<file path="src/design/fic_pkg.sv">
package fic_pkg;

	////////////////////////////////////////////////////////////////////////////////
	// Register indices; byte address on the bus is four times the index
	localparam logic [5:0] FIC_IDX_CONFIG = 6'h0B;
	localparam logic [5:0] FIC_IDX_STATUS = 6'h0C;
	localparam logic [5:0] FIC_IDX_FADDR0 = 6'h14;
	localparam logic [5:0] FIC_IDX_FADDR1 = 6'h15;
	localparam logic [5:0] FIC_IDX_FADDR2 = 6'h16;
	localparam logic [5:0] FIC_IDX_FADDR3 = 6'h17;

	////////////////////////////////////////////////////////////////////////////////
	// Field positions
	localparam int FIC_CFG_REPROG = 7;
	localparam int FIC_CFG_CSIZE  = 4;
	localparam int FIC_CFG_ENABLE = 3;
	localparam int FIC_CFG_EVSEL  = 2;
	localparam int FIC_ST_DBL     = 2;
	localparam int FIC_ST_PAR     = 1;
	localparam int FIC_ST_CRC     = 0;
	localparam int FIC_ST_CNT     = 3;
	localparam int FIC_CNT_W      = 4;

	////////////////////////////////////////////////////////////////////////////////
	// Reset values
	localparam logic [7:0]  FIC_CFG_RST   = 8'h40;
	localparam logic [31:0] FIC_FADDR_RST = 32'h00000000;

	////////////////////////////////////////////////////////////////////////////////
	// Chunk geometry and link framing
	localparam int          FIC_DW         = 128;
	localparam int          FIC_CW         = 9;
	localparam int          FIC_CW_POS     = 136;
	localparam logic [7:0]  FIC_CHUNK_BASE = 8'h10;
	localparam logic [1:0]  FIC_CMD_LAST   = 2'h1;
	localparam logic [1:0]  FIC_ADDR_LAST  = 2'h3;
	localparam logic [3:0]  FIC_CNT_MAX    = 4'hF;

	typedef enum {
		LS_IDLE,
		LS_CMD,
		LS_ADDR,
		LS_PAR,
		LS_PAD,
		LS_DATA,
		LS_CRC,
		LS_SKIP
	} fic_link_st_e;

	typedef struct packed {
		logic       cs_n;
		logic       sclk;
		logic [7:0] dq;
	} fic_link_s;

	typedef struct packed {
		logic       rst_n;
		fic_link_s  link;
	} fic_pins_s;

	typedef struct packed {
		logic [31:0]       addr;
		logic [FIC_DW-1:0] data;
		logic [FIC_CW-1:0] check;
	} fic_rd_s;

endpackage

</file>
<file path="src/design/fic_top.sv">
// What this block does
// - Each 16-byte chunk carries its own single-correct double-detect code.
// - Reprogramming a programmed chunk is aborted and config bit 7 set.
// - Status bits [2:0] give error type, bits [6:3] count ECC events.
// - Chunk address of first qualifying ECC event is kept in bytes 14h-17h.
// - Clear command, software, hardware, in-band or power-up reset default all; the clear command keeps config bits 6:0.
// - A 256-byte page holds sixteen 16-byte chunks in ascending order.
// - Address parity and data CRC checks run only in octal DDR.
// - Config bit 3 enables both checks; both are even parity.
// - Parity bit n is the XOR of all address bits on line n.
// - Parity mismatch aborts the command and sets status bit 1.
// - CRC bit n is the XOR of all chunk bits on line n.
// - CRC mismatch aborts the program and sets status bit 0.
// - Open-drain error pin pulls low on ECC event until reset or clear.
// - Error pin goes low within two clocks of the chunk's first data.
// - Event select bit 2 set: pin and address react to double errors only.
// - Status bit 2 shows a double-bit detection.
// - Clear command also defaults counter, first address and status bits.
//
// Implementation choice: the Wishbone slave port.
`timescale 1ns/1ps
`default_nettype none

module fic_top (
	input  wire logic                      clk_i,
	input  wire logic                      rst_i,
	input  wire logic                      wb_cyc_i,
	input  wire logic                      wb_stb_i,
	input  wire logic                      wb_we_i,
	input  wire logic [7:0]                wb_adr_i,
	input  wire logic [3:0]                wb_sel_i,
	input  wire logic [31:0]               wb_dat_i,
	output logic      [31:0]               wb_dat_o,
	output logic                           wb_ack_o,
	input  wire fic_pkg::fic_link_s        link_i,
	input  wire logic                      hw_reset_n_i,
	input  wire logic                      soft_reset_i,
	input  wire logic                      inband_reset_i,
	input  wire logic                      clear_error_cmd_i,
	input  wire logic                      octal_ddr_i,
	input  wire logic                      prog_cmd_i,
	output logic      [31:0]               prog_addr_o,
	output logic                           prog_addr_valid_o,
	output logic      [7:0]                prog_byte_o,
	output logic                           prog_byte_valid_o,
	output logic                           prog_abort_o,
	input  wire logic                      enc_valid_i,
	input  wire logic [fic_pkg::FIC_DW-1:0] enc_data_i,
	input  wire logic                      enc_programmed_i,
	output logic      [fic_pkg::FIC_CW-1:0] enc_check_o,
	output logic                           enc_valid_o,
	output logic                           enc_abort_o,
	input  wire logic                      rd_valid_i,
	input  wire fic_pkg::fic_rd_s          rd_i,
	output logic      [fic_pkg::FIC_DW-1:0] rd_data_o,
	output logic                           rd_valid_o,
	output logic                           err_o,
	output logic                           err_oe_o
);
	import fic_pkg::*;

	////////////////////////////////////////////////////////////////////////////////
	// Check code over one chunk: XOR of codeword positions of set data bits
	function automatic logic [7:0] ecc_syn(input logic [FIC_DW-1:0] d);
		logic [7:0] s;
		int         j;
		s = 8'h00;
		j = 0;
		for (int k = 1; k <= FIC_CW_POS; k++) begin
			if ((k & (k - 1)) != 0) begin
				if (d[j]) begin
					s = s ^ k[7:0];
				end
				j = j + 1;
			end
		end
		return s;
	endfunction

	function automatic logic [FIC_DW-1:0] ecc_fix(input logic [FIC_DW-1:0] d,
		input logic [7:0] s);
		logic [FIC_DW-1:0] f;
		int                j;
		f = d;
		j = 0;
		for (int k = 1; k <= FIC_CW_POS; k++) begin
			if ((k & (k - 1)) != 0) begin
				if (k[7:0] == s) begin
					f[j] = ~f[j];
				end
				j = j + 1;
			end
		end
		return f;
	endfunction

	////////////////////////////////////////////////////////////////////////////////
	// Pin sampling: three stages, a change counts once stages two and three agree
	fic_pins_s syn1;
	fic_pins_s syn2;
	fic_pins_s syn3;
	fic_pins_s filt;
	fic_pins_s next_filt;
	fic_pins_s pins;
	fic_pins_s pins_rst;

	assign pins     = '{rst_n: hw_reset_n_i, link: link_i};
	assign pins_rst = '{rst_n: 1'b1, link: '{cs_n: 1'b1, sclk: 1'b0, dq: 8'h00}};

	always_comb begin
		next_filt = (syn2 & syn3) | (filt & (syn2 ^ syn3));
	end

	always_ff @(posedge clk_i) begin
		if (rst_i) begin
			syn1 <= pins_rst;
			syn2 <= pins_rst;
			syn3 <= pins_rst;
			filt <= pins_rst;
		end else begin
			syn1 <= pins;
			syn2 <= syn1;
			syn3 <= syn2;
			filt <= next_filt;
		end
	end

	logic vol_clr;
	logic err_clr;
	logic sclk_edge;

	assign vol_clr   = soft_reset_i | inband_reset_i | ~filt.rst_n;
	assign err_clr   = vol_clr | clear_error_cmd_i;
	assign sclk_edge = next_filt.link.sclk ^ filt.link.sclk;

	////////////////////////////////////////////////////////////////////////////////
	// Register state
	logic [7:0]           cfg;
	logic                 dbl_flag;
	logic                 par_flag;
	logic                 crc_flag;
	logic [FIC_CNT_W-1:0] ecc_cnt;
	logic [31:0]          faddr;
	logic                 captured;
	logic [7:0]           csize;

	assign csize = FIC_CHUNK_BASE << cfg[FIC_CFG_CSIZE +: 2];

	////////////////////////////////////////////////////////////////////////////////
	// Program frame on the link
	fic_link_st_e lst;
	fic_link_st_e next_lst;
	logic [1:0]   beat;
	logic [1:0]   next_beat;
	logic [7:0]   acc;
	logic [7:0]   next_acc;
	logic [7:0]   cnt;
	logic [7:0]   next_cnt;
	logic         chk;
	logic         next_chk;
	logic [31:0]  next_prog_addr;
	logic         next_prog_addr_valid;
	logic [7:0]   next_prog_byte;
	logic         next_prog_byte_valid;
	logic         next_prog_abort;
	logic         par_fail;
	logic         crc_fail;
	logic [7:0]   dq;

	assign dq = next_filt.link.dq;

	always_comb begin
		next_lst             = lst;
		next_beat            = beat;
		next_acc             = acc;
		next_cnt             = cnt;
		next_chk             = chk;
		next_prog_addr       = prog_addr_o;
		next_prog_addr_valid = 1'b0;
		next_prog_byte       = prog_byte_o;
		next_prog_byte_valid = 1'b0;
		next_prog_abort      = 1'b0;
		par_fail             = 1'b0;
		crc_fail             = 1'b0;
		if (next_filt.link.cs_n) begin
			next_lst = LS_IDLE;
		end else if (sclk_edge) begin
			case (lst)
				LS_IDLE: begin
					next_lst  = LS_CMD;
					next_beat = 2'h1;
				end
				LS_CMD: begin
					if (beat == FIC_CMD_LAST) begin
						next_lst  = prog_cmd_i ? LS_ADDR : LS_SKIP;
						next_chk  = octal_ddr_i & cfg[FIC_CFG_ENABLE];
						next_beat = 2'h0;
						next_acc  = 8'h00;
					end else begin
						next_beat = beat + 2'h1;
					end
				end
				LS_ADDR: begin
					next_prog_addr = {prog_addr_o[23:0], dq};
					next_acc       = acc ^ dq;
					next_beat      = beat + 2'h1;
					next_cnt       = 8'h00;
					if (beat == FIC_ADDR_LAST) begin
						next_lst             = chk ? LS_PAR : LS_DATA;
						next_prog_addr_valid = ~chk;
					end
				end
				LS_PAR: begin
					// Even parity: the byte brings the running XOR to zero
					if ((acc ^ dq) != 8'h00) begin
						par_fail        = 1'b1;
						next_prog_abort = 1'b1;
						next_lst        = LS_SKIP;
					end else begin
						next_prog_addr_valid = 1'b1;
						next_lst             = LS_PAD;
					end
					next_acc = 8'h00;
				end
				LS_PAD: begin
					next_lst = LS_DATA;
				end
				LS_DATA: begin
					next_prog_byte       = dq;
					next_prog_byte_valid = 1'b1;
					next_acc             = acc ^ dq;
					next_cnt             = cnt + 8'h01;
					if (chk && (next_cnt == csize)) begin
						next_lst = LS_CRC;
					end
				end
				LS_CRC: begin
					// Bytes already passed on; the abort tells the array to drop them
					if ((acc ^ dq) != 8'h00) begin
						crc_fail        = 1'b1;
						next_prog_abort = 1'b1;
						next_lst        = LS_SKIP;
					end else begin
						next_lst = LS_PAD;
					end
					next_acc = 8'h00;
					next_cnt = 8'h00;
				end
				LS_SKIP: begin
					next_lst = LS_SKIP;
				end
				default: begin
					next_lst = LS_IDLE;
				end
			endcase
		end
	end

	always_ff @(posedge clk_i) begin
		if (rst_i) begin
			lst               <= LS_IDLE;
			beat              <= 2'h0;
			acc               <= 8'h00;
			cnt               <= 8'h00;
			chk               <= 1'b0;
			prog_addr_o       <= 32'h00000000;
			prog_addr_valid_o <= 1'b0;
			prog_byte_o       <= 8'h00;
			prog_byte_valid_o <= 1'b0;
			prog_abort_o      <= 1'b0;
		end else begin
			lst               <= next_lst;
			beat              <= next_beat;
			acc               <= next_acc;
			cnt               <= next_cnt;
			chk               <= next_chk;
			prog_addr_o       <= next_prog_addr;
			prog_addr_valid_o <= next_prog_addr_valid;
			prog_byte_o       <= next_prog_byte;
			prog_byte_valid_o <= next_prog_byte_valid;
			prog_abort_o      <= next_prog_abort;
		end
	end

	////////////////////////////////////////////////////////////////////////////////
	// Chunk code: encode on program, check and correct on read
	logic [7:0]        enc_syn;
	logic [7:0]        rd_syn;
	logic              rd_single;
	logic              rd_double;
	logic              ecc_event;
	logic              qual_event;
	logic              reprog;

	assign enc_syn    = ecc_syn(enc_data_i);
	assign rd_syn     = ecc_syn(rd_i.data) ^ rd_i.check[7:0];
	assign rd_single  = ^{rd_i.data, rd_i.check};
	assign rd_double  = ~rd_single & (rd_syn != 8'h00);
	assign ecc_event  = rd_valid_i & (rd_single | rd_double);
	assign qual_event = rd_valid_i & (rd_double | (rd_single & ~cfg[FIC_CFG_EVSEL]));
	assign reprog     = enc_valid_i & enc_programmed_i;

	always_ff @(posedge clk_i) begin
		if (rst_i) begin
			enc_check_o <= '0;
			enc_valid_o <= 1'b0;
			enc_abort_o <= 1'b0;
			rd_data_o   <= '0;
			rd_valid_o  <= 1'b0;
		end else begin
			enc_check_o <= {^{enc_data_i, enc_syn}, enc_syn};
			enc_valid_o <= enc_valid_i & ~enc_programmed_i;
			enc_abort_o <= reprog;
			rd_data_o   <= rd_single ? ecc_fix(rd_i.data, rd_syn) : rd_i.data;
			rd_valid_o  <= rd_valid_i;
		end
	end

	////////////////////////////////////////////////////////////////////////////////
	// Wishbone slave: ack one cycle after the request, write lands on the ack edge
	logic        next_ack;
	logic [31:0] next_dat;
	logic        wr_cfg;
	logic [5:0]  idx;

	assign idx    = wb_adr_i[7:2];
	assign wr_cfg = wb_cyc_i & wb_stb_i & wb_we_i & wb_ack_o & wb_sel_i[0] &
		(idx == FIC_IDX_CONFIG);

	always_comb begin
		next_ack = wb_cyc_i & wb_stb_i & ~wb_ack_o;
		next_dat = 32'h00000000;
		case (idx)
			FIC_IDX_CONFIG: next_dat[7:0] = cfg;
			FIC_IDX_STATUS: next_dat[7:0] = {1'b0, ecc_cnt, dbl_flag, par_flag, crc_flag};
			FIC_IDX_FADDR0: next_dat[7:0] = faddr[7:0];
			FIC_IDX_FADDR1: next_dat[7:0] = faddr[15:8];
			FIC_IDX_FADDR2: next_dat[7:0] = faddr[23:16];
			FIC_IDX_FADDR3: next_dat[7:0] = faddr[31:24];
			default:        next_dat = 32'h00000000;
		endcase
	end

	always_ff @(posedge clk_i) begin
		if (rst_i) begin
			wb_ack_o <= 1'b0;
			wb_dat_o <= 32'h00000000;
		end else begin
			wb_ack_o <= next_ack;
			wb_dat_o <= next_ack ? next_dat : wb_dat_o;
		end
	end

	////////////////////////////////////////////////////////////////////////////////
	// Config, status, first-event address and error pin
	logic [7:0]           next_cfg;
	logic                 next_dbl;
	logic                 next_par;
	logic                 next_crc;
	logic [FIC_CNT_W-1:0] next_cnt_ecc;
	logic [31:0]          next_faddr;
	logic                 next_captured;
	logic                 next_err;

	always_comb begin
		next_cfg = cfg;
		if (wr_cfg) begin
			// Abort flag is cleared by writing zero, other bits are plain storage
			next_cfg = {cfg[FIC_CFG_REPROG] & wb_dat_i[FIC_CFG_REPROG], wb_dat_i[6:0]};
		end
		if (err_clr) begin
			next_cfg[FIC_CFG_REPROG] = 1'b0;
		end
		if (vol_clr) begin
			next_cfg = FIC_CFG_RST;
		end
		if (reprog) begin
			next_cfg[FIC_CFG_REPROG] = 1'b1;
		end
		next_dbl      = (dbl_flag & ~err_clr) | (rd_valid_i & rd_double);
		next_par      = (par_flag & ~err_clr) | par_fail;
		next_crc      = (crc_flag & ~err_clr) | crc_fail;
		next_cnt_ecc  = err_clr ? '0 : ecc_cnt;
		if (ecc_event && (next_cnt_ecc != FIC_CNT_MAX)) begin
			next_cnt_ecc = next_cnt_ecc + 4'h1;
		end
		next_captured = captured & ~err_clr;
		next_faddr    = err_clr ? FIC_FADDR_RST : faddr;
		if (qual_event && !next_captured) begin
			next_faddr    = {rd_i.addr[31:4], 4'h0};
			next_captured = 1'b1;
		end
		next_err = (err_oe_o & ~err_clr) | qual_event;
	end

	always_ff @(posedge clk_i) begin
		if (rst_i) begin
			cfg      <= FIC_CFG_RST;
			dbl_flag <= 1'b0;
			par_flag <= 1'b0;
			crc_flag <= 1'b0;
			ecc_cnt  <= '0;
			faddr    <= FIC_FADDR_RST;
			captured <= 1'b0;
			err_oe_o <= 1'b0;
		end else begin
			cfg      <= next_cfg;
			dbl_flag <= next_dbl;
			par_flag <= next_par;
			crc_flag <= next_crc;
			ecc_cnt  <= next_cnt_ecc;
			faddr    <= next_faddr;
			captured <= next_captured;
			err_oe_o <= next_err;
		end
	end

	// Open drain: only ever pulls low
	assign err_o = 1'b0;
endmodule

`default_nettype wire
</file>
<file path="config.mk">
export PLATFORM = sky130hd
export DESIGN_NAME = fic_top
export DESIGN_NICKNAME = d
export VERILOG_FILES = /design/src/design/fic_pkg.sv /design/src/design/fic_top.sv
export SDC_FILE = /design/constraint.sdc
export NUM_CORES = 1
export LEC_CHECK = 0
export BUFFER_PORTS_ARGS = -buffer_cell sky130_fd_sc_hd__buf_4
export CAP_MARGIN = 20
export CORE_AREA = 2 2 227 229
export DETAILED_ROUTE_END_ITERATION = 10
export DIE_AREA = 0 0 229 231
export SLEW_MARGIN = 25
export SYNTH_ARGS = -nofsm -noshare
export SYNTH_HDL_FRONTEND = slang
export SYNTH_SLANG_ARGS = --single-unit
</file>
<file path="constraint.sdc">
create_clock -name clk_i -period 9.87 [get_ports clk_i]
set_input_delay 0.4935 -clock clk_i [delete_from_list [all_inputs] [get_ports clk_i]]
set_output_delay 0.4935 -clock clk_i [all_outputs]
set_load 0.01 [all_outputs]
</file>
Word level (Yosys, flattened, before mapping) --
Index checks and enable logic that the tools add are counted.
Word-level totals: output and inout port bits 218, flip-flop bits (word level) 332, logic and storage cells 2591
Cells by class: $add $sub $neg 129, shift operators 1, mux-type cells 1434, magnitude comparators 254, bitwise gates (word level) 428, reduce and logical (&&, ||, !) cells 155, eq/ne operators 148
Operators by type and width (count):
- 128-bit 2-to-1 mux | 254
- 128-bit bitwise mux | 127
- 32-bit 2-to-1 mux | 132
- 32-bit by 1-bit >= comparator with 1-bit output, second input constant | 127
- 32-bit by 9-bit < comparator with 1-bit output, second input constant | 127
- 32-bit by 2-bit adder with 32-bit output, second input constant | 126
- 1-bit binary-select mux with 7-bit select | 127
- 1-bit demux with 7-bit select | 127
- 7-bit 2-to-1 mux | 126
- 7-bit by 8-bit == test with 1-bit output, first input constant | 63
- 1-bit 2-to-1 mux | 396
- 6-bit 2-to-1 mux | 62
- 4-bit NOT | 72
- 6-bit by 8-bit == test with 1-bit output, first input constant | 31
- 3-bit NOT | 76
- 32-bit one-hot mux with 7 select lines | 1
- 5-bit NOT | 42
- 8-bit 2-to-1 mux | 19
- 5-bit 2-to-1 mux | 30
- 1-bit NOT | 138
- 137-bit parity | 1
- 136-bit parity | 1
- 1-bit logical AND | 130
- 32-bit by 3-bit == test with 1-bit output, second input constant | 4
- 48 further kinds | 210

Depth between registers and ports, before layout --
Gate-level depths: netlist of run 1.
depth after elaboration 1148, gate-level depth with buffers 12, mapped depth without buffers 10

Worst setup path after synthesis of run 1 --
OpenSTA, ideal clock, no wires.
kind in2reg, start point in rd_i[22] (netlist name), end point reg faddr[13], arrival 3.538 ns, path slack 6.199 ns, data required time 9.738 ns, buffers on the path 2, cell stages on the path 12, cell sequence xnor3_1 xnor2_1 xnor3_1 xnor3_1 xnor3_2 xnor2_1 nand3_2 o211a_1 buf_4 buf_4 nand3_1 a21oi_1
On the way: cells in the longest elaborated chain, start to end 182, elaborated cells between the ends (all ways) 228, classes of those cells mux: 116; bitwise: 108; reduce/logical: 4
Ends and longest elaborated chain:
- start, declared | line fic_top.sv:54 | input wire fic_pkg::fic_rd_s rd_i,
- 5-bit 2-to-1 mux | line fic_top.sv:71 | if (d[j]) begin
- 2-bit NOT (no source line)
- 5-bit 2-to-1 mux | line fic_top.sv:71
- 3-bit NOT (no source line)
- 5-bit 2-to-1 mux | line fic_top.sv:71
- 3-bit NOT (no source line)
- 5-bit 2-to-1 mux | line fic_top.sv:71
- 4-bit NOT (no source line)
- [159 not listed]
- 8-bit 2-to-1 mux (8 in a row) | line fic_top.sv:71
- 8-bit bitwise XOR | line fic_top.sv:296 | assign rd_syn = ecc_syn(rd_i.data) ^ rd_i.check[7:0];
- 8-bit nonzero test | line fic_top.sv:298 | assign rd_double = ~rd_single & (rd_syn != 8'h00);
- 1-bit AND | line fic_top.sv:298
- 1-bit OR (*) | line fic_top.sv:300 | assign qual_event = rd_valid_i & (rd_double | (rd_single & ~cfg[FIC_CFG_EVSEL]));
- 1-bit AND (*) | line fic_top.sv:300
- 1-bit logical AND (*) | line fic_top.sv:389 | if (qual_event && !next_captured) begin
- 32-bit 2-to-1 mux / 2-bit nonzero test (equally long branches)
- end signal, assigned | line fic_top.sv:412 | faddr <= next_faddr;
- end, declared | line fic_top.sv:143 | logic [31:0] faddr;
Every way passes the cells marked *; elsewhere a longest branch is shown, timed or not. A chain may end at the register's enable or synchronous reset.

Final worst setup path of run 1 --
start point in rd_i[64] (netlist name), end point reg faddr[16]
On the way: cells in the longest elaborated chain, start to end 117, elaborated cells between the ends (all ways) 154, classes of those cells mux: 74; bitwise: 76; reduce/logical: 4
Ends and longest elaborated chain (line):
- 6-bit 2-to-1 mux | fic_top.sv:71
- 6-bit NOT (no source line)
- 6-bit 2-to-1 mux | fic_top.sv:71
- 7-bit 2-to-1 mux | fic_top.sv:71
- 2-bit NOT (no source line) / 7-bit 2-to-1 mux (equally long branches)
- 7-bit 2-to-1 mux | fic_top.sv:71
- 3-bit NOT (no source line) / 2-bit NOT (equally long branches)
- 7-bit 2-to-1 mux | fic_top.sv:71
- [100 not listed]
- 8-bit 2-to-1 mux (2 in a row) | fic_top.sv:71
- 8-bit bitwise XOR | fic_top.sv:296
- 8-bit nonzero test | fic_top.sv:298
- 1-bit AND | fic_top.sv:298
- 1-bit OR (*) | fic_top.sv:300
- 1-bit AND (*) | fic_top.sv:300
- 1-bit logical AND (*) | fic_top.sv:389
- 32-bit 2-to-1 mux / 2-bit nonzero test (equally long branches)
Marked as above.

==> tab_implementation.tex, run 1 <==
\begin{tabular}{lr}
\hline
Metric & Value \\
\hline
\multicolumn{2}{l}{\textbf{Worst setup path}} \\
Critical Path End Type & flop \\
WS Path Type & input port to flop \\
Reg2reg path depth & 8 \\
Critical R2R Capture & prog\_addr\_o[2] \\
Maximum fanout along the worst path & 28 \\
Launching element type of the critical path & input port \\
R2R Path Start & syn2[8] \\
Data required time of the worst path & $\sim$10 ns \\
R2r setup slk & 7.25 ns \\
Arrival time worst endpoint & 4.73 ns \\
\multicolumn{2}{l}{\textbf{CTS}} \\
Maximum number of buffers from clock root to sink & 3 \\
Post-cts sizing count & 0 \\
Number of levels the H-tree was split into & 2 \\
Clock insertion delay at the later pin of the skew report & 0.54 ns \\
Buffers inserted during post-CTS setup optimization & 0 \\
CTS tree & done \\
Number of buffers inserted for hold repair after clock tree synthesis & 0 \\
Root Buffer & sky130\_fd\_sc\_hd\_\_clkbuf\_16 \\
TritonCTS Buffers & 35 \\
Clock-pin slew on the worst setup and hold paths & 0.06 ns \\
CTS Sinks & about 300 \\
\multicolumn{2}{l}{\textbf{Routing}} \\
Post-detailed-routing wire length & 64,200 um \\
Count of unresolved DRC violations after routing & 0 \\
Router iterations before antenna repair & 5 \\
Via count & 15,900 \\
Avg WL per Cell & 20.5 um \\
Number of vias per cell & 5.06 \\
First-iteration detailed-routing DRC count & 1,219 \\
Antenna viol nets, final & 0 \\
\multicolumn{2}{l}{\textbf{STA}} \\
Hold violation total from the final report & 0 \\
Worst slew slack as a fraction of its limit & 32.5\% \\
Pins over their slew limit & 0 \\
Worst Max-Slew Pin Slew & slightly above 1 ns \\
Min Clock Period, post-route & 4.27 ns \\
Final clock period utilization by the worst path & 43.3\% \\
Highest attainable clock frequency & roughly 0.23 GHz \\
Final setup violation count & 0 \\
RSZ-0062 raised after global routing & false \\
Setup TNS & 0 ns \\
Skew final & 0.00954 ns \\
\multicolumn{2}{l}{\textbf{Flow run}} \\
MaxCap Viol Count & 0 \\
\multicolumn{2}{l}{\textbf{Place}} \\
HPWL Detailed & 51,100 um \\
Total instance count after detailed placement & 3,072 \\
Area after detailed placement & 22,000 um2 \\
Final Wtd Congestion & 0.908 \\
Port-buffer cells & between 500 and 600 \\
\multicolumn{2}{l}{\textbf{Power}} \\
LEAKAGE & 9.14 nW \\
Ratio of total power to cell area & 273 nW/um2 \\
Part of the power in registers & a little over a fifth \\
Max VDD drop & 0.409 mV \\
Clk network pwr share & 20.2\% \\
Share of total power consumed by net switching & between 40 and 50\% \\
Share of power burned in combinational logic & 58.5\% \\
Sw Pwr & 2.78 mW \\
Internal Dissipation & roughly 3.5 mW \\
\multicolumn{2}{l}{\textbf{Finish}} \\
Fraction of layout cells with a size suffix above 1 & around 26\% \\
Final Net Count & 2,811 \\
Filler cell count & 4,963 \\
Non-filler instance count after layout & 3,134 \\
Core utilization of the finished layout & about 46\% \\
Relative area change from synthesis to final layout & 32.2\% \\
Final cell area excluding filler cells & 23,100 um2 \\
\multicolumn{2}{l}{\textbf{Synth}} \\
Post-synthesis cell type count & 59 \\
FFs w/ async S/R, synth & 0\% \\
Count of warnings emitted by yosys & 0 \\
Count of flip-flops with a built-in enable after synthesis & 0 \\
Post-synthesis instance area & 17,500 um2 \\
Synthesized netlist cell count & 1,947 \\
Count of state elements after synthesis & roughly 300 \\
Main flop type after synthesis & sky130\_fd\_sc\_hd\_\_dfxtp\_1 \\
Sequential fraction of the synthesis area & between 30\% and 40\% \\
Syn\_area\_per\_cell & 8.98 um2 \\
\multicolumn{2}{l}{\textbf{Run status}} \\
Run status & complete, no violations \\
\multicolumn{2}{l}{\textbf{Min path}} \\
Type of the tightest min-delay check & input port to flop \\
Min-Delay Startpoint & enc\_programmed\_i \\
Worst hold endpoint & enc\_valid\_o \\
Hold depth & 2 \\
\multicolumn{2}{l}{\textbf{Die}} \\
DIE HEIGHT & 231 um \\
Top Ports & 583 \\
Die X & 229 um \\
Core box area & 50,700 um2 \\
Die Area & between 50,000 and 60,000 um2 \\
Initial standard-cell utilization of the core & 34.5\% \\
Cell row count & 83 \\
\multicolumn{2}{l}{\textbf{Global routing}} \\
Remaining global-route overflow & 0 \\
Wire length of the first global-routing pass & 93,400 um \\
Maximum number of pins on one net before global-route repair & 125 \\
Antenna violations before repair & 11 \\
Total routing resource utilization after global routing & 23.3\% \\
Via count of the first global-routing pass & roughly 15,000 \\
\hline
\end{tabular}
[critical path, cell delays in order]
cell and delay, ns:
sky130_fd_sc_hd__buf_4 0.14, sky130_fd_sc_hd__xnor2_1 0.16, sky130_fd_sc_hd__xnor2_1 0.63, sky130_fd_sc_hd__xnor3_1 0.48
sky130_fd_sc_hd__xnor2_2 0.39, sky130_fd_sc_hd__xor2_1 0.36, sky130_fd_sc_hd__nor3_1 0.16, sky130_fd_sc_hd__o21ai_1 0.43
sky130_fd_sc_hd__buf_4 0.32, sky130_fd_sc_hd__o211a_1 0.76, sky130_fd_sc_hd__nand3_1 0.19, sky130_fd_sc_hd__a21oi_1 0.18
[sequential cells by signal (all words and copies together) (netlist names), 2 cells and up]
name,flops
enc_check_o,9
acc,8
syn3,11
cfg,8
filt,11
cnt,8
ecc_cnt,4
wb_dat_o,8
syn1,11
prog_addr_o,32
prog_byte_o,8
lst,3
syn2,11
rd_data_o,128
faddr,28
beat,2
[synthesized netlist by cell type, types with 3 or more instances]
cell / instances / area [um2]
sky130_fd_sc_hd__nand4_1: 4 / 25.0
sky130_fd_sc_hd__nand3_1: 35 / 175
sky130_fd_sc_hd__nor2_1: 100 / 375
sky130_fd_sc_hd__buf_2: 5 / 25.0
sky130_fd_sc_hd__ha_1: 17 / 213
sky130_fd_sc_hd__inv_1: 8 / 30.0
sky130_fd_sc_hd__or2_2: 10 / 62.6
sky130_fd_sc_hd__or3_1: 127 / 795
sky130_fd_sc_hd__mux2i_1: 9 / 90.1
sky130_fd_sc_hd__o211ai_1: 32 / 240
sky130_fd_sc_hd__nand2b_1: 5 / 31.3
sky130_fd_sc_hd__o22ai_1: 3 / 18.8
sky130_fd_sc_hd__xor2_1: 58 / 508
sky130_fd_sc_hd__dfxtp_1: 303 / 6070
sky130_fd_sc_hd__nor3b_1: 4 / 30.0
sky130_fd_sc_hd__o21ai_0: 163 / 816
sky130_fd_sc_hd__a211oi_1: 21 / 158
sky130_fd_sc_hd__nor3_1: 17 / 85.1
sky130_fd_sc_hd__xnor3_1: 43 / 968
sky130_fd_sc_hd__nand2_1: 93 / 349
sky130_fd_sc_hd__a21oi_1: 206 / 1030
sky130_fd_sc_hd__and3_1: 4 / 25.0
sky130_fd_sc_hd__buf_4: 28 / 210
sky130_fd_sc_hd__clkbuf_1: 95 / 357
sky130_fd_sc_hd__nor4_1: 5 / 31.3
sky130_fd_sc_hd__xor3_1: 4 / 95.1
sky130_fd_sc_hd__and2_1: 5 / 31.3
sky130_fd_sc_hd__xnor2_1: 426 / 3730
sky130_fd_sc_hd__a22oi_1: 16 / 120
sky130_fd_sc_hd__nor2b_1: 39 / 244
sky130_fd_sc_hd__mux2_2: 7 / 78.8
sky130_fd_sc_hd__a211o_1: 4 / 35.0
sky130_fd_sc_hd__o21ai_1: 16 / 80.1
[layout make-up]
| type | instances | area (um2) | area share (%) |
|---|---|---|---|
| repair buffers | 551 | 4140 | 17.9 |
| well taps | 680 | 851 | 3.68 |
| diodes | 2 | 5.00 | 0.0216 |
| multi-input cells | 1530 | 10900 | 47.2 |
| flip-flops and latches | 303 | 6070 | 26.2 |
| inverters | 8 | 30.0 | 0.130 |
| clock buffers | 53 | 1030 | 4.48 |
| clock inverters | 7 | 78.8 | 0.341 |
[power groups by stage]
stage                     Combinational [mW]  Sequential, mW  Clock (mW)
after global routing                    3.94            1.35        1.36
after global placement                  3.55            1.37           0
after floorplan                         2.33            1.39           0
after detailed placement                3.64            1.37           0
final                                   3.69            1.34        1.27
after CTS                               3.65            1.34        1.31
[layout by cell type (no fill, tap or decap), types with 16 or more instances in the layout]
cell / netlist / layout
sky130_fd_sc_hd__buf_4: 28 / 549
sky130_fd_sc_hd__xnor2_1: 426 / 426
sky130_fd_sc_hd__dfxtp_1: 303 / 303
sky130_fd_sc_hd__a21oi_1: 206 / 206
sky130_fd_sc_hd__o21ai_0: 163 / 158
sky130_fd_sc_hd__or3_1: 127 / 127
sky130_fd_sc_hd__nor2_1: 100 / 98
sky130_fd_sc_hd__nand2_1: 93 / 93
sky130_fd_sc_hd__xor2_1: 58 / 58
sky130_fd_sc_hd__xnor3_1: 43 / 43
sky130_fd_sc_hd__nor2b_1: 39 / 39
sky130_fd_sc_hd__clkbuf_16: 0 / 36
sky130_fd_sc_hd__nand3_1: 35 / 35
sky130_fd_sc_hd__o211ai_1: 32 / 32
sky130_fd_sc_hd__conb_1: 1 / 25
sky130_fd_sc_hd__a211oi_1: 21 / 21
sky130_fd_sc_hd__nor3_1: 17 / 17
sky130_fd_sc_hd__o21ai_1: 16 / 17
sky130_fd_sc_hd__ha_1: 17 / 17
sky130_fd_sc_hd__a22oi_1: 16 / 16
[worst max-delay path by stage]
| stage | from | to | slack [ns] | cells after the start |
|---|---|---|---|---|
| floorplan | rd_i[22] | faddr[13] | 6.20 | 12 |
| global placement | rd_i[59] | faddr[18] | 4.99 | 11 |
| detailed placement | rd_i[64] | faddr[29] | 5.07 | 12 |
| CTS | rd_i[64] | faddr[16] | 5.62 | 12 |
| global route | rd_i[80] | faddr[8] | 5.39 | 12 |
| finish | rd_i[64] | faddr[16] | 5.60 | 12 |
[cell families (layout without fill, tap and decap cells)]
kind of cell / count (synthesis) / count (layout) / synth area share (%)
AOI/OAI and AO/OA: 478 / 478 / 15.2
DFF: 303 / 303 / 34.7
and+or+nand+nor: 459 / 459 / 13.5
xor gates and xnor gates: 533 / 533 / 30.6
buffers and inverters: 138 / 619 / 3.60
other: 1 / 27 / 0.0214
muxes: 18 / 18 / 1.22
adders and majority gates: 17 / 17 / 1.22
[metrics by stage]
step	power (mW)	hold WS, ns	worst slack (ns)
3_5_place_dp	5.01	0.400	5.07
2_1_floorplan	3.72	0.389	6.20
5_1_grt	6.65	0.101	5.39
4_1_cts	6.31	0.0925	5.62
6_report	6.31	0.122	5.60
3_3_place_gp	4.92	0.394	4.99
[layer usage]
metal	wire, um	vias to the layer above	GRT usage, %
met2	31500	674	40.3
li1	-	7598	-
met5	0	-	0
met3	5530	94	6.41
met1	25400	7489	28.1
met4	1840	0	6.98
Power figures use the tool's default switching activity.
==> run 2: changes to the inputs <==
--- a/config.mk
+++ b/config.mk
@@ -5,11 +5,13 @@
 export SDC_FILE = /design/constraint.sdc
 export NUM_CORES = 1
 export LEC_CHECK = 0
+export ABC_AREA = 1
 export BUFFER_PORTS_ARGS = -buffer_cell sky130_fd_sc_hd__buf_4
 export CAP_MARGIN = 20
-export CORE_AREA = 2 2 227 229
+export CORE_AREA = 2 2 224 226
 export DETAILED_ROUTE_END_ITERATION = 10
-export DIE_AREA = 0 0 229 231
+export DIE_AREA = 0 0 226 228
+export PLACE_DENSITY = 0.73
 export SLEW_MARGIN = 25
 export SYNTH_ARGS = -nofsm -noshare
 export SYNTH_HDL_FRONTEND = slang
==> constraint.sdc (replaced) <==
create_clock -name clk_i -period 3.8 [get_ports clk_i]
set_input_delay 0.19 -clock clk_i [delete_from_list [all_inputs] [get_ports clk_i]]
set_output_delay 0.19 -clock clk_i [all_outputs]
set_load 0.01 [all_outputs]
==> run 2 against run 1 <==
Net effect: global-route usage rose by 8.4 points; non-clock buffer count rose by 181; highest routed layer is now met5; final cell count rose by 54%; hold slack got worse by 0.098 ns; combinational power rose by 88%; synthesized cell count rose by 80%.
==> tab_implementation.tex, run 2 <==
\begin{tabular}{lr}
\hline
Metric & Value \\
\hline
\multicolumn{2}{l}{\textbf{Run status}} \\
Run status & complete, no violations \\
\multicolumn{2}{l}{\textbf{STA}} \\
Highest attainable clock frequency & 0.293 GHz \\
Worst slew slack as a fraction of its limit & 33.6\% \\
Hold violation total from the final report & 0 \\
Setup TNS & 0 ns \\
Worst setup margin & just under 0.4 ns \\
RSZ-0062 raised after global routing & false \\
Final clock period utilization by the worst path & 89.9\% \\
Final setup violation count & 0 \\
Worst hold slack & between 0.02 and 0.025 ns \\
Min Clock Period, post-route & 3.41 ns \\
Worst Max-Slew Pin Slew & 0.996 ns \\
Pins over their slew limit & 0 \\
Skew final & 0.0252 ns \\
\multicolumn{2}{l}{\textbf{Routing}} \\
Avg WL per Cell & between 15 and 20 um \\
Via count & 24,300 \\
Antenna viol nets, final & 0 \\
Router iterations before antenna repair & 6 \\
Count of unresolved DRC violations after routing & 0 \\
Number of vias per cell & 5.02 \\
First-iteration detailed-routing DRC count & 1,957 \\
Post-detailed-routing wire length & between 80,000 and 90,000 um \\
\multicolumn{2}{l}{\textbf{Place}} \\
Worst slack at placement & $\sim$0.39 ns \\
Port-buffer cells & 524 \\
Final Wtd Congestion & 0.970 \\
HPWL Detailed & 65,500 um \\
Total instance count after detailed placement & 4,598 \\
\multicolumn{2}{l}{\textbf{Worst setup path}} \\
Cell type with the highest occurrence count on the critical path & sky130\_fd\_sc\_hd\_\_nand2\_1 \\
Arrival time worst endpoint & between 3 and 4 ns \\
Launching element type of the critical path & input port \\
Worst path top cell family by delay & simple AND/OR/NAND/NOR gates \\
Worst stage delay on the critical path & 0.71 ns \\
CP max-delay cell & sky130\_fd\_sc\_hd\_\_nor2\_1 \\
Number of buffers and inverters on the critical path & 4 \\
Data required time of the worst path & 4.19 ns \\
WS Path Type & input port to flop \\
List of cells traversed by the critical path & dlygate4sd3\_1 > buf\_4 > inv\_2 > nand2\_1 > nand2\_1 > nand2\_1 > nand2\_1 > xor2\_1 > nand2\_1 > nand2\_1 > nand2\_1 > nand2\_1 > nand2\_1 > nand2\_1 > nand2\_1 > nand2\_2 > nand2\_1 > nor2\_1 > buf\_4 > nand2\_1 > nor2\_1 > nor3\_1 \\
Critical Path End Type & flop \\
R2r setup slk & 1.08 ns \\
Maximum fanout along the worst path & 6 \\
\multicolumn{2}{l}{\textbf{Power}} \\
Clk network pwr share & 25.6\% \\
Sw Pwr & 6.06 mW \\
Internal Dissipation & slightly below 8 mW \\
Share of power burned in combinational logic & 49.4\% \\
Share of total power consumed by net switching & 43.3\% \\
Part of the power in registers & around a quarter \\
LEAKAGE & 15.2 nW \\
Max VDD drop & 0.296 mV \\
Ratio of total power to cell area & $\sim$470 nW/um2 \\
\multicolumn{2}{l}{\textbf{Die}} \\
Cell row count & 82 \\
DIE HEIGHT & 228 um \\
Top Ports & 583 \\
Initial standard-cell utilization of the core & 45.5\% \\
Core box area & about 50,000 um2 \\
Die Area & 51,500 um2 \\
Die X & 226 um \\
\multicolumn{2}{l}{\textbf{Synth}} \\
Count of flip-flops with a built-in enable after synthesis & 0 \\
FFs w/ async S/R, synth & 0\% \\
Syn\_area\_per\_cell & 6.42 um2 \\
Post-synthesis instance area & 22,500 um2 \\
Count of state elements after synthesis & between 300 and 400 \\
Count of warnings emitted by yosys & 0 \\
Sequential fraction of the synthesis area & between 20 and 30\% \\
Post-synthesis cell type count & 64 \\
Main flop type after synthesis & sky130\_fd\_sc\_hd\_\_dfxtp\_1 \\
Yosys top cell area share & a little over a quarter \\
Top cells by count, synth & sky130\_fd\_sc\_hd\_\_nand2\_1 (1,084), sky130\_fd\_sc\_hd\_\_inv\_1 (351), sky130\_fd\_sc\_hd\_\_dfxtp\_1 (303) \\
Leading area contributor after synthesis & sky130\_fd\_sc\_hd\_\_dfxtp\_1 \\
Ranking of synthesized cells by area & sky130\_fd\_sc\_hd\_\_dfxtp\_1 (27\%), sky130\_fd\_sc\_hd\_\_nand2\_1 (18\%), sky130\_fd\_sc\_hd\_\_xnor2\_1 (9.6\%) \\
Leading cell type by number of instances after synthesis & sky130\_fd\_sc\_hd\_\_nand2\_1 \\
Synthesized netlist cell count & 3,498 \\
\multicolumn{2}{l}{\textbf{Global routing}} \\
Remaining global-route overflow & 0 \\
Total routing resource utilization after global routing & 31.7\% \\
Wire length of the first global-routing pass & 126,000 um \\
Antenna violations before repair & 10 \\
Via count of the first global-routing pass & 22,400 \\
Maximum number of pins on one net before global-route repair & 99 \\
\multicolumn{2}{l}{\textbf{CTS}} \\
Clock-pin slew on the worst setup and hold paths & 0.06 ns \\
CTS tree & done \\
CTS Sinks & $\sim$300 \\
TritonCTS Buffers & 35 \\
Maximum number of buffers from clock root to sink & 3 \\
Number of levels the H-tree was split into & 2 \\
Root Buffer & sky130\_fd\_sc\_hd\_\_clkbuf\_16 \\
Clock insertion delay at the later pin of the skew report & 0.57 ns \\
\multicolumn{2}{l}{\textbf{Min path}} \\
Type of the tightest min-delay check & input port to flop \\
\multicolumn{2}{l}{\textbf{Finish}} \\
Most frequent cells in the layout & sky130\_fd\_sc\_hd\_\_nand2\_1 (1,083), sky130\_fd\_sc\_hd\_\_buf\_4 (565), sky130\_fd\_sc\_hd\_\_inv\_1 (349) \\
Number of flip-flops in the largest register & about 130 \\
Relative area change from synthesis to final layout & 32.2\% \\
Most common cell after layout, fill and taps aside & sky130\_fd\_sc\_hd\_\_nand2\_1 \\
Non-filler instance count after layout & 4,833 \\
Final Net Count & 4,512 \\
Register with the highest flop count & rd\_data\_o \\
Top flop regs & rd\_data\_o: 128 flops, prog\_addr\_o: 32 flops, faddr: 28 flops \\
Fraction of layout cells with a size suffix above 1 & 17.9\% \\
\multicolumn{2}{l}{\textbf{Flow run}} \\
MaxCap Viol Count & 0 \\
\hline
\end{tabular}
run 2: changes by cell type in the layout (fill, tap and decap cells not counted), sizes merged, moves of 43 or more:
cell         previous run  this run
dlygate4sd3             0       166
inv                     9       377
nand2                  93      1112
nand3                  36       268
nand4                   4        47
nor2                  100       302
o21ai                 179        87
or3                   127         0
xnor2                 427       254
xnor3                  44         0
xor2                   58       212
run 2: power groups by stage:
stage	Sequential (mW)	Clock, mW	Combinational, mW
floorplan	3.61	0	4.56
global placement	3.56	0	6.57
detailed placement	3.56	0	6.65
CTS	3.50	3.65	6.83
global route	3.52	3.77	7.64
finish	3.50	3.59	6.93
run 2: final timing paths:
kind,start,to,depth (start not counted)
hold reg to reg,syn1[3],syn2[3],2
setup / recovery,rd_i[49],rd_data_o[44],22
hold / removal,rd_i[47],rd_data_o[38],3
setup reg to reg,syn2[0],lst[0],9
run 2: tightest hold or removal path, stage by stage:
cell and delay, ns:
sky130_fd_sc_hd__buf_4 0.13, sky130_fd_sc_hd__inv_1 0.08, sky130_fd_sc_hd__o21a_1 0.14
run 2: cell type report:
| type | instances | area, um2 |
|---|---|---|
| Inverter | 376 | 1420 |
| Fill cell | 4586 | 19600 |
| Sequential cell | 303 | 6070 |
| Timing Repair Buffer | 732 | 5920 |
| Tap cell | 672 | 841 |
| Clock buffer | 44 | 970 |
| Multi-Input combinational cell | 2682 | 14200 |
| Antenna cell | 9 | 22.5 |
| Clock inverter | 15 | 245 |
run 2: logic make-up after synthesis:
logic type / Yosys count / share of synthesized area [%]
flip-flops: 303 / 27.0
AND/OR/NAND/NOR: 1844 / 35.2
adder cells (fa/ha/maj): 17 / 0.947
buffers and inverters: 537 / 10.1
AO/OA/AOI/OAI: 330 / 8.09
XOR/XNOR: 466 / 18.6
other: 1 / 0.0167
run 2: layer usage:
layer | share of wire (%) | GRT usage, % | up-vias
li1 | - | - | 12200
met1 | 39 | 37.8 | 10800
met2 | 46 | 52.8 | 1102
met3 | 7.9 | 5.92 | 255
met4 | 6.7 | 18.9 | 4
met5 | 0.029 | 0 | -
run 2: metrics by stage:
stage	instance area [um2]	total power, mW	util [%]
global route	29700	14.9	60.2
CTS	29700	14.0	60.1
finish	29700	14.0	60.2
global placement	26800	10.1	54.3
floorplan	22600	8.17	-
detailed placement	26800	10.2	54.3
run 2: repair_timing:
item	in CTS	in global routing
setup buffers	0	1
endpoints found under the setup margin	0	6
hold buffers	166	0
resized for setup	0	2
hold endpoints to repair	164	0
==> run 3: changes to the inputs <==
--- a/config.mk
+++ b/config.mk
@@ -8,10 +8,10 @@
 export ABC_AREA = 1
 export BUFFER_PORTS_ARGS = -buffer_cell sky130_fd_sc_hd__buf_4
 export CAP_MARGIN = 20
-export CORE_AREA = 2 2 224 226
+export CORE_AREA = 2 2 228 230
 export DETAILED_ROUTE_END_ITERATION = 10
-export DIE_AREA = 0 0 226 228
-export PLACE_DENSITY = 0.73
+export DIE_AREA = 0 0 230 232
+export PLACE_DENSITY = 0.69
 export SLEW_MARGIN = 25
 export SYNTH_ARGS = -nofsm -noshare
 export SYNTH_HDL_FRONTEND = slang
==> constraint.sdc (replaced) <==
create_clock -name clk_i -period 3.3 [get_ports clk_i]
set_input_delay 0.165 -clock clk_i [delete_from_list [all_inputs] [get_ports clk_i]]
set_output_delay 0.165 -clock clk_i [all_outputs]
set_load 0.01 [all_outputs]
==> run 3 against run 2 <==
Net effect: sequential power up 15%; utilization down 0.92 points; clock-buffer cell count up 4; hold slack better by 0.0028 ns; final cell count up 0.99%; die area up 3.6%; combinational power up 19%; setup slack worse by 0.11 ns; critical path depth down 2; non-clock buffer count up 36; clock power up 19%; critical path type unchanged.
==> tab_implementation.tex, run 3 (same netlist as run 2, synthesis figures left out) <==
\begin{tabular}{lr}
\hline
Metric & Value \\
\hline
\multicolumn{2}{l}{\textbf{Routing}} \\
Via count & 24,300 \\
First-iteration detailed-routing DRC count & 1,670 \\
Antenna viol nets, final & 0 \\
Router iterations before antenna repair & 7 \\
Number of vias per cell & 4.99 \\
Count of unresolved DRC violations after routing & 0 \\
Avg WL per Cell & 17.3 um \\
Post-detailed-routing wire length & around 84,000 um \\
\multicolumn{2}{l}{\textbf{Worst setup path}} \\
Worst stage delay on the critical path & 0.54 ns \\
Critical R2R Capture & lst[0] \\
Launching element type of the critical path & input port \\
Number of buffers and inverters on the critical path & 4 \\
Cell type with the highest occurrence count on the critical path & sky130\_fd\_sc\_hd\_\_nand2\_1 \\
WS Path Type & input port to flop \\
Reg2reg path depth & 9 \\
Endpoint of the most critical setup path & faddr[17] \\
R2r setup slk & 0.73 ns \\
List of cells traversed by the critical path & dlygate4sd3\_1 > buf\_4 > xnor2\_1 > xnor2\_1 > nand3\_1 > nand2\_1 > nand3\_1 > nand2\_1 > nand2\_1 > nand2\_1 > inv\_1 > nand2\_1 > nand2\_1 > nor2\_1 > nand2\_2 > o21bai\_4 > nand2\_4 > buf\_4 > nand4\_1 > a21oi\_2 \\
Maximum fanout along the worst path & 20 \\
Arrival time worst endpoint & 3.42 ns \\
CP max-delay cell & sky130\_fd\_sc\_hd\_\_dlygate4sd3\_1 \\
R2R Path Start & syn2[7] \\
Worst path top cell family by delay & simple AND/OR/NAND/NOR gates \\
Critical Path End Type & flop \\
Cell count along the critical path & 20 \\
Beginning of the critical path & rd\_i[98] \\
Data required time of the worst path & 3.69 ns \\
\multicolumn{2}{l}{\textbf{STA}} \\
Skew final & 0.0157 ns \\
Final clock period utilization by the worst path & 91.8\% \\
Worst Max-Slew Pin Slew & 1.03 ns \\
Hold violation total from the final report & 0 \\
Highest attainable clock frequency & between 0.3 and 0.4 GHz \\
Worst setup margin & 0.271 ns \\
Worst slew slack as a fraction of its limit & 31.0\% \\
Setup TNS & 0 ns \\
Pins over their slew limit & 0 \\
Min Clock Period, post-route & 3.03 ns \\
Final setup violation count & 0 \\
\multicolumn{2}{l}{\textbf{CTS}} \\
Clock-pin slew on the worst setup and hold paths & 0.06 ns \\
Root Buffer & sky130\_fd\_sc\_hd\_\_clkbuf\_16 \\
TritonCTS Buffers & 36 \\
Number of levels the H-tree was split into & 2 \\
Maximum number of buffers from clock root to sink & 3 \\
Clock insertion delay at the later pin of the skew report & between 0.5 and 0.6 ns \\
CTS Sinks & 303 \\
CTS tree & done \\
\multicolumn{2}{l}{\textbf{Power}} \\
Max VDD drop & 0.363 mV \\
Post-layout total power & 16.6 mW \\
LEAKAGE & around 15 nW \\
Ratio of total power to cell area & $\sim$550 nW/um2 \\
\multicolumn{2}{l}{\textbf{Global routing}} \\
Via count of the first global-routing pass & roughly 23,000 \\
Total routing resource utilization after global routing & a little over 30\% \\
Maximum number of pins on one net before global-route repair & 80 \\
Wire length of the first global-routing pass & 127,000 um \\
Remaining global-route overflow & 0 \\
Antenna violations before repair & 9 \\
\multicolumn{2}{l}{\textbf{Die}} \\
Top Ports & 583 \\
Die Area & 53,400 um2 \\
Cell row count & 83 \\
DIE HEIGHT & 232 um \\
Core box area & 50,900 um2 \\
Initial standard-cell utilization of the core & 44.1\% \\
Die X & 230 um \\
\multicolumn{2}{l}{\textbf{Flow run}} \\
MaxCap Viol Count & 0 \\
\multicolumn{2}{l}{\textbf{Place}} \\
Port-buffer cells & about 520 \\
Final Wtd Congestion & just under 1 \\
Area after detailed placement & 27,100 um2 \\
HPWL Detailed & 66,100 um \\
Worst slack at placement & 0.186 ns \\
\multicolumn{2}{l}{\textbf{Finish}} \\
Register with the highest flop count & rd\_data\_o \\
Core utilization of the finished layout & approximately three fifths \\
Final cell area excluding filler cells & between 30,000 and 40,000 um2 \\
Most common cell after layout, fill and taps aside & sky130\_fd\_sc\_hd\_\_nand2\_1 \\
Top flop regs & rd\_data\_o: 128 flops, prog\_addr\_o: 32 flops, faddr: 28 flops \\
Final Net Count & 4,549 \\
Relative area change from synthesis to final layout & 34.3\% \\
Filler cell count & 4,870 \\
Number of flip-flops in the largest register & approximately 130 \\
Fraction of layout cells with a size suffix above 1 & 18.7\% \\
Most frequent cells in the layout & sky130\_fd\_sc\_hd\_\_nand2\_1 (1,082), sky130\_fd\_sc\_hd\_\_buf\_4 (590), sky130\_fd\_sc\_hd\_\_inv\_1 (350) \\
\multicolumn{2}{l}{\textbf{Min path}} \\
Type of the tightest min-delay check & input port to flop \\
\multicolumn{2}{l}{\textbf{Run status}} \\
Run status & complete, no violations \\
\hline
\end{tabular}
run 3: cell count changes in the layout (fill, tap and decap cells not counted), sizes merged:
| cell | before | now |
|---|---|---|
| inv | 377 | 378 |
| diode | 9 | 6 |
| clkinvlp | 4 | 3 |
| dlygate4sd3 | 166 | 169 |
| clkbuf | 44 | 48 |
| clkinv | 5 | 8 |
| buf | 566 | 599 |
run 3: how the worst min path moves through the flow:
| stage | startpoint | endpoint | depth (start not counted) |
|---|---|---|---|
| after global routing | rd_i[26] | rd_data_o[17] | 3 |
| after floorplan | enc_programmed_i | enc_valid_o | 1 |
| after global placement | enc_programmed_i | enc_valid_o | 2 |
| final | prog_cmd_i | lst[2] | 4 |
| after detailed placement | enc_programmed_i | enc_valid_o | 2 |
| after CTS | rd_i[28] | rd_data_o[19] | 3 |
run 3: where the power goes:
group	internal, mW	leakage (nW)	total [mW]	switching (mW)
Sequential	3.92	2.49	4.03	0.112
Combinational	2.96	12.3	8.26	5.30
Clock	2.55	0.609	4.26	1.71
run 3: final cells by class:
| type | count | area [um2] | share of cell area, % |
|---|---|---|---|
| clock inverter | 18 | 264 | 0.875 |
| sequential | 303 | 6070 | 20.1 |
| multi-input combinational | 2682 | 14200 | 47.2 |
| tap | 680 | 851 | 2.82 |
| clock buffer | 48 | 996 | 3.30 |
| antenna | 6 | 15.0 | 0.0498 |
| timing repair buffer | 768 | 6300 | 20.9 |
| inverter | 376 | 1420 | 4.72 |
run 3: timing repair:
action,CTS,global route
hold endpoints to repair,169,0
gates resized for setup,0,13
endpoints found under the setup margin,0,75
buffers inserted,0,3
hold buffers,169,0
run 3: layer usage:
| layer | global-route usage (%) | vias to the layer above | wire length (um) |
|---|---|---|---|
| met4 | 14.5 | 8 | 4490 |
| met3 | 6.81 | 238 | 6790 |
| met2 | 53.7 | 1009 | 40300 |
| li1 | - | 12200 | - |
| met5 | 0 | - | 57 |
| met1 | 35.4 | 10800 | 32700 |
run 3: worst register-to-register path, cell delays in order (launching register included):
cell	delay, ns
sky130_fd_sc_hd__dfxtp_1	0.31
sky130_fd_sc_hd__ha_1	0.29
sky130_fd_sc_hd__a21oi_1	0.31
sky130_fd_sc_hd__xor2_1	0.23
sky130_fd_sc_hd__nand4_1	0.11
sky130_fd_sc_hd__or4_1	0.50
sky130_fd_sc_hd__o21ai_0	0.18
sky130_fd_sc_hd__o21a_1	0.20
sky130_fd_sc_hd__nor3b_1	0.21
sky130_fd_sc_hd__a211oi_1	0.10
run 3: stage by stage:
stage | std cells | hold WS, ns
global placement | 4637 | 0.334
global route | 4880 | 0.0382
finish | 4881 | 0.0264
detailed placement | 4637 | 0.339
floorplan | 3522 | 0.237
CTS | 4872 | 0.00119
